File: src/rtl/bpc_defs.svh
// constants of the bridge power state control block
`ifndef BPC_DEFS_SVH
`define BPC_DEFS_SVH

// ----------------------------------------------------------------------------
// register map
// ----------------------------------------------------------------------------
`define BPC_ADDR_W 8
`define BPC_PCS_OFFSET 8'h94

// ----------------------------------------------------------------------------
// field positions
// ----------------------------------------------------------------------------
`define BPC_PS_MSB 1
`define BPC_PS_LSB 0
`define BPC_KEEP_BIT 3
`define BPC_PME_EN_BIT 8
`define BPC_PME_STS_BIT 15
`define BPC_B2B3_BIT 22
`define BPC_BPCC_BIT 23

// ----------------------------------------------------------------------------
// codes, fixed values and reset values
// ----------------------------------------------------------------------------
`define BPC_PS_FULL_ON 2'h0
`define BPC_PS_DEEP 2'h3
`define BPC_KEEP_VAL 1'h1
`define BPC_B2B3_VAL 1'h0
`define BPC_BPCC_VAL 1'h0
`define BPC_PME_EN_RST 1'h0
`define BPC_PME_STS_RST 1'h0
`define BPC_PME_SUPPORT 5'h19

// ----------------------------------------------------------------------------
// timing
// ----------------------------------------------------------------------------
`define BPC_CLK_PERIOD_NS 25
`define BPC_INT_RST_NS 100
`define BPC_INT_RST_CYC ((`BPC_INT_RST_NS + `BPC_CLK_PERIOD_NS - 1) / `BPC_CLK_PERIOD_NS)

`endif

File: src/rtl/bpc_pkg.sv
// types of the bridge power state control block
package bpc_pkg;

  // --------------------------------------------------------------------------
  // register port request
  // --------------------------------------------------------------------------
  typedef struct packed {
    logic [7:0] addr;
    logic [31:0] wdata;
    logic wr;
    logic rd;
  } bpc_reg_req_t;

  // --------------------------------------------------------------------------
  // internal reset sequencer states
  // --------------------------------------------------------------------------
  typedef enum logic [1:0] {
    BPC_RST_IDLE = 2'h1,
    BPC_RST_BUSY = 2'h2
  } bpc_rst_state_t;

  typedef struct packed {
    bpc_rst_state_t st;
    logic [7:0] cnt;
  } bpc_rst_ctx_t;

  // --------------------------------------------------------------------------
  // control block state
  // --------------------------------------------------------------------------
  typedef struct packed {
    logic [1:0] pstate;
    logic pme_en;
    logic pme_sts;
    logic evt_n;
    logic leave;
    logic [31:0] rdata;
  } bpc_ctl_state_t;

endpackage

File: src/rtl/bpc_power_ctrl.sv
// power state control and status double-word of the bridge
//
// Strobed register access was left to the implementer.
`timescale 1ns/1ps
`default_nettype none
`include "bpc_defs.svh"

module bpc_power_ctrl #(
  parameter int INT_RST_CYCLES = `BPC_INT_RST_CYC
) (
  input wire logic ref_clk,
  input wire logic rst,
  input wire bpc_pkg::bpc_reg_req_t reg_req,
  output logic [31:0] reg_rdata,
  input wire logic power_event_req,
  output logic power_event_out_n,
  output logic int_reset_out,
  output logic bus_reset_out_n,
  output logic [1:0] power_state
);

  bpc_pkg::bpc_ctl_state_t st_ff;
  bpc_pkg::bpc_ctl_state_t nxt_st;

  // ----------------------------------------------------------------------------
  // helpers
  // ----------------------------------------------------------------------------

  // only full-on and deep sleep codes are implemented
  function automatic logic ps_legal(input logic [1:0] code);
    ps_legal = (code == `BPC_PS_FULL_ON) || (code == `BPC_PS_DEEP);
  endfunction

  // assemble the read image; unlisted bits stay zero
  function automatic logic [31:0] rd_word(input bpc_pkg::bpc_ctl_state_t s);
    logic [31:0] w;
    w = 32'h0000_0000;
    w[`BPC_PS_MSB:`BPC_PS_LSB] = s.pstate;
    w[`BPC_KEEP_BIT] = `BPC_KEEP_VAL;
    w[`BPC_PME_EN_BIT] = s.pme_en;
    w[`BPC_PME_STS_BIT] = s.pme_sts;
    w[`BPC_B2B3_BIT] = `BPC_B2B3_VAL;
    w[`BPC_BPCC_BIT] = `BPC_BPCC_VAL;
    rd_word = w;
  endfunction

  // ----------------------------------------------------------------------------
  // address decode
  // ----------------------------------------------------------------------------
  logic hit;
  logic wr_hit;
  logic rd_hit;
  logic [1:0] wr_ps;
  logic leave_deep;

  // decode the single mapped word
  assign hit = (reg_req.addr == `BPC_PCS_OFFSET);
  assign wr_hit = reg_req.wr && hit;
  assign rd_hit = reg_req.rd && hit;
  assign wr_ps = reg_req.wdata[`BPC_PS_MSB:`BPC_PS_LSB];
  assign leave_deep = wr_hit && (st_ff.pstate == `BPC_PS_DEEP) && (wr_ps == `BPC_PS_FULL_ON);

  // ----------------------------------------------------------------------------
  // next state
  // ----------------------------------------------------------------------------
  always_comb begin
    nxt_st = st_ff;
    nxt_st.rdata = 32'h0000_0000;
    nxt_st.leave = leave_deep;
    if (wr_hit) begin
      // drop unimplemented codes, keep the held state
      if (ps_legal(wr_ps)) begin
        nxt_st.pstate = wr_ps;
      end
      nxt_st.pme_en = reg_req.wdata[`BPC_PME_EN_BIT];
      if (reg_req.wdata[`BPC_PME_STS_BIT]) begin
        nxt_st.pme_sts = 1'b0;
      end
    end
    // a new event wins over a clear in the same cycle
    if (power_event_req) begin
      nxt_st.pme_sts = 1'b1;
    end
    // read data stand only in the cycle after the strobe
    if (rd_hit) begin
      nxt_st.rdata = rd_word(st_ff);
    end
    // event output is not gated by power state
    nxt_st.evt_n = ~(nxt_st.pme_en & nxt_st.pme_sts);
  end

  // ----------------------------------------------------------------------------
  // state register; the internal reset does not touch it
  // ----------------------------------------------------------------------------
  always_ff @(posedge ref_clk or posedge rst) begin
    if (rst) begin
      st_ff.pstate <= `BPC_PS_FULL_ON;
      st_ff.pme_en <= `BPC_PME_EN_RST;
      st_ff.pme_sts <= `BPC_PME_STS_RST;
      st_ff.evt_n <= 1'b1;
      st_ff.leave <= 1'b0;
      st_ff.rdata <= 32'h0000_0000;
    end else begin
      st_ff <= nxt_st;
    end
  end

  // ----------------------------------------------------------------------------
  // internal reset sequencer
  // ----------------------------------------------------------------------------
  bpc_int_reset #(
    .RST_CYCLES(INT_RST_CYCLES)
  ) u_int_reset (
    .ref_clk(ref_clk),
    .rst(rst),
    .start(st_ff.leave),
    .busy(int_reset_out)
  );

  // ----------------------------------------------------------------------------
  // outputs
  // ----------------------------------------------------------------------------

  // bus reset follows only the external reset
  assign bus_reset_out_n = ~rst;
  assign reg_rdata = st_ff.rdata;
  assign power_event_out_n = st_ff.evt_n;
  assign power_state = st_ff.pstate;

  logic rd_q;
  logic wr_clr_q;
  // delayed strobes for the read and clear checks
  always_ff @(posedge ref_clk or posedge rst) begin
    if (rst) begin
      rd_q <= 1'b0;
      wr_clr_q <= 1'b0;
    end else begin
      rd_q <= rd_hit;
      wr_clr_q <= wr_hit && reg_req.wdata[`BPC_PME_STS_BIT] && !power_event_req;
    end
  end
endmodule // bpc_power_ctrl

`default_nettype wire

File: src/rtl/bpc_int_reset.sv
// internal device reset sequencer
`timescale 1ns/1ps
`default_nettype none
`include "bpc_defs.svh"

module bpc_int_reset #(
  parameter int RST_CYCLES = `BPC_INT_RST_CYC
) (
  input wire logic ref_clk,
  input wire logic rst,
  input wire logic start,
  output logic busy
);

  bpc_pkg::bpc_rst_ctx_t st_ff;
  bpc_pkg::bpc_rst_ctx_t nxt_st;

  // ----------------------------------------------------------------------------
  // sequencer: hold busy for a fixed number of cycles per start seen in idle; a start while busy is ignored
  // ----------------------------------------------------------------------------
  always_comb begin
    nxt_st = st_ff;
    unique case (st_ff.st)
      bpc_pkg::BPC_RST_IDLE: begin
        if (start) begin
          nxt_st.st = bpc_pkg::BPC_RST_BUSY;
          nxt_st.cnt = 8'(RST_CYCLES - 1);
        end
      end
      bpc_pkg::BPC_RST_BUSY: begin
        if (st_ff.cnt == 8'h00) begin
          nxt_st.st = bpc_pkg::BPC_RST_IDLE;
        end else begin
          nxt_st.cnt = st_ff.cnt - 8'h01;
        end
      end
      default: begin
        nxt_st.st = bpc_pkg::BPC_RST_IDLE;
        nxt_st.cnt = 8'h00;
      end
    endcase
  end

  // state register
  always_ff @(posedge ref_clk or posedge rst) begin
    if (rst) begin
      st_ff <= '{st: bpc_pkg::BPC_RST_IDLE, cnt: 8'h00};
    end else begin
      st_ff <= nxt_st;
    end
  end

  assign busy = (st_ff.st == bpc_pkg::BPC_RST_BUSY); // from state flop

  // ----------------------------------------------------------------------------
  // checks
  // ----------------------------------------------------------------------------
  logic [7:0] busy_len;
  // length of the current busy stretch
  always_ff @(posedge ref_clk or posedge rst) begin
    if (rst) begin
      busy_len <= 8'h00;
    end else begin
      busy_len <= busy ? busy_len + 8'h01 : 8'h00;
    end
  end
endmodule // bpc_int_reset

`default_nettype wire

File: config.mk
export PLATFORM = sky130hd
export DESIGN_NAME = bpc_power_ctrl
export DESIGN_NICKNAME = d
export VERILOG_FILES = /design/src/rtl/bpc_pkg.sv /design/src/rtl/bpc_power_ctrl.sv /design/src/rtl/bpc_int_reset.sv
export VERILOG_INCLUDE_DIRS = /design/src /design/src/rtl
export SDC_FILE = /design/constraint.sdc
export NUM_CORES = 1
export LEC_CHECK = 0
export BUFFER_PORTS_ARGS = -buffer_cell sky130_fd_sc_hd__buf_2
export CAP_MARGIN = 20
export CORE_MARGIN = 10
export CORE_UTILIZATION = 38
export CTS_CLUSTER_SIZE = 16
export DETAILED_ROUTE_END_ITERATION = 10
export GPL_TIMING_DRIVEN = 0
export PLACE_DENSITY = 0.87
export SLEW_MARGIN = 20
export SYNTH_ARGS = -nofsm -noshare
export SYNTH_HDL_FRONTEND = slang
export SYNTH_SLANG_ARGS = --single-unit
File: constraint.sdc
create_clock -name ref_clk -period 1.6 [get_ports ref_clk]
set_clock_uncertainty 0.15 [all_clocks]
set_input_delay 0.24 -clock ref_clk [delete_from_list [all_inputs] [get_ports ref_clk]]
set_output_delay 0.24 -clock ref_clk [all_outputs]
set_load 0.03 [all_outputs]
==> summary.md <==
| Metric | Value |
|---|---|
| Sequential area share after synthesis | `40.3%` |
| Max-slew violations | `0` |
| Vias per cell | `4.31` |
| DIE HEIGHT | `78.7 um` |
| Prevailing post-synth register cell | `dfrtp_1` |
| Fin nets | `264` |
| Width of the die | `78.7 um` |
| Post-Synth Simple-Gate Area | `16.0%` |
| Setup Crit Path Kind | `reg2reg` |
| Status | `finished with violations` |
| Largest cells by area after synthesis | `dfrtp_1 (36%), buf_4 (20%), ha_1 (5.7%), o21ai_0 (4.2%), dfstp_2 (4.0%)` |
| Hold Path Class | `in2reg` |
| Antenna violations before repair | `0` |
| Layout cell share with drive strength beyond 1 | `51.9%` |
| Vias in the first global route | `1112` |
| PwrDens | `945 mW/mm^2` |
| Max Cap Viol | `0` |
| Largest net degree at the start of global routing | `20` |
| Port Buffer Count | `26` |
| Synth cell types | `34` |
| Failing checks | `setup timing` |
| Crit end category | `register` |
| Mapped Cells | `138` |
| # IOs | `82` |
| CTS HTree Levels | `1` |
| First DRT Iteration DRCs | `66` |
| Fin crit share | `111%` |
| Final-report setup violation count | `10` |
| Type of origin of the critical path | `register` |
| Clock tree from TritonCTS | `yes` |
| Fin cells | `258` |
| CTS sink cnt | `21` |
| Max Root-Sink Buffers | `2` |
| CP Max Fanout | `4` |
| Layout area overhead | `46.4%` |
| Final worst slack | `-169 ps` |
| Top cell type's share of synthesized area | `36.3%` |
| RSZ-0062 raised after global routing | `yes` |
| Num CTS Buffers | `3` |
| First-pass GRT wire length | `5.10 mm` |
| Fraction of registers with async set/reset | `100%` |
| Placed wire-length estimate | `2.25 mm` |
| GP Congestion | `0.805` |
| Main combinational cell family by area after synthesis | `buffers and inverters` |
| CP required | `1650 ps` |
| Synth Area in XOR/XNOR | `0%` |
| Worst-Skew Late Latency | `300 ps` |
| Tot Pwr | `1810 uW` |
| First-pass iteration count of the detailed router | `4` |
| Area occupied by multi-input gates | `704 um^2` |
| Worst VDD drop | `0.000521 V` |
| Synth Area in Compound Gates | `13.6%` |
| Register Area | `529 um^2` |
| Syn. warnings | `0` |
| Cell accounting for the most synthesized area | `dfrtp_1` |
| Mean Syn Cell Area | `9.48 um^2` |
| Dominant cell by count in the synthesized netlist | `buf_4` |
| Worst slew pin tran | `830 ps` |
| Placed Instances | `236` |
| N_diodes | `0` |
| Post-Place Cell Area | `0.00162 mm^2` |
| Residual DRC | `0` |
| Peak Freq | `565 MHz` |
| Post-synth EDFFs | `0` |
| Synthesis-stage register bit count | `21` |
| Full die area | `0.00619 mm^2` |
| Slew headroom | `44.5%` |
| Synth cell count leaders | `buf_4 (34), dfrtp_1 (19), o21ai_0 (11)` |
| Setup TNS | `-1040 ps` |
| Final Hold Viols | `0` |
| WL/cell | `12.3 um` |
| CORE AREA | `0.00334 mm^2` |
| Fillers | `302` |
| Clock Root Buffer | `clkbuf_4` |
| Pre-CTS WS | `-299 ps` |
| Gr ovfl total | `0` |
| Adder-Cell Fraction of Synth Area | `5.74%` |
| Final wirelength | `3.18 mm` |
| Synthesized cell area | `0.00131 mm^2` |
| Initial Util | `39.2%` |
| Lkg Pwr | `0.00104 uW` |
| Total track usage | `9.96%` |
| WP data arrival | `1820 ps` |
| Post-synthesis mux area share | `1.72%` |
| Reg clk slew, reported paths | `130 ps` |
| Antenna viol nets, final | `0` |
| FP Rows | `21` |
| Final instance area | `0.00192 mm^2` |
| Vias | `1113` |
| Final Critical Period | `1770 ps` |
## flip-flops by register name (all words and copies together) (netlist names)
register,cells
reg_rdata,5
power_state,2
st_ff,3
u_int_reset.st_ff,10
power_event_out_n,1
## cell type report
cell class	instances	area share (%)
inverters	9	1.96
repair buffers	44	15.0
clock buffers	3	1.18
flip-flops and latches	21	27.6
multi-input cells	99	36.8
clock inverters	1	0.392
plain buffers	35	14.1
well taps	46	3.00
## what timing repair did
| action | in CTS | in global routing |
|---|---|---|
| hold endpoints to repair | 21 | 0 |
| hold buffers | 3 | 0 |
| gates resized for setup | 19 | 18 |
| setup buffers | 14 | 1 |
| endpoints found under the setup margin | 12 | 11 |
| pin swaps | 8 | 6 |
## cell usage in the layout, fill, tap and decap left out, drive strengths merged, types with 2 or more instances in the layout
cell / n
buf: 76
conb: 27
dfrtp: 19
o21ai: 12
inv: 8
nand2: 8
nor2: 7
ha: 6
nand3: 4
and3: 4
a21oi: 4
o31ai: 4
clkbuf: 3
dlygate4sd3: 3
nor3: 2
mux2: 2
a21o: 2
clkinvlp: 2
dfstp: 2
nand2b: 2
nor4b: 2
## logic make-up after synthesis
family                   Yosys count
buffers and inverters             44
adder cells (fa/ha/maj)            6
AND/OR/NAND/NOR                   36
other                              1
AO/OA/AOI/OAI                     28
multiplexers                       2
flip-flops                        21
## metal layers
metal  share of wire, %  vias up  GRT usage, %  wire, um
li1                   -      560             -         -
met1                 37      521          9.65      1160
met4                1.5        0          4.30        47
met3                4.8        5          1.82       153
met2                 57       27          19.8      1810
met5                  0        -             0         0
## worst max-delay path: stages, from the launching register on
cell and delay, ps:
dfstp_2 580, inv_2 50, ha_4 160, buf_8 120, a41o_4 220, o21bai_1 150, a32o_2 220
## where the power goes
part	switching, uW	internal, uW
registers	29.4	569
clock network	167	95.0
logic	503	447
total	700	1110
## through the flow
step	utilization [%]	hold slack, ps
floorplan	-	170
global placement	48.4	265
detailed placement	48.4	284
CTS	55.3	8.35
global route	57.4	20.1
finish	57.4	14.1
## final timing paths
| path | start | end | slack [ps] | depth (start not counted) |
|---|---|---|---|---|
| min | reg_req[0] | reg_rdata[3] | 10 | 3 |
| min in group asynchronous | rst | u_int_reset.st_ff[8] | 450 | 3 |
| max reg2reg | u_int_reset.st_ff[8] | u_int_reset.st_ff[5] | -170 | 6 |
| max | u_int_reset.st_ff[8] | u_int_reset.st_ff[5] | -170 | 6 |
| max in group asynchronous | rst | u_int_reset.st_ff[4] | 240 | 3 |
| min reg2reg | st_ff[34] | st_ff[34] | 370 | 1 |
Note: power is estimated with default switching activity, not from simulation.
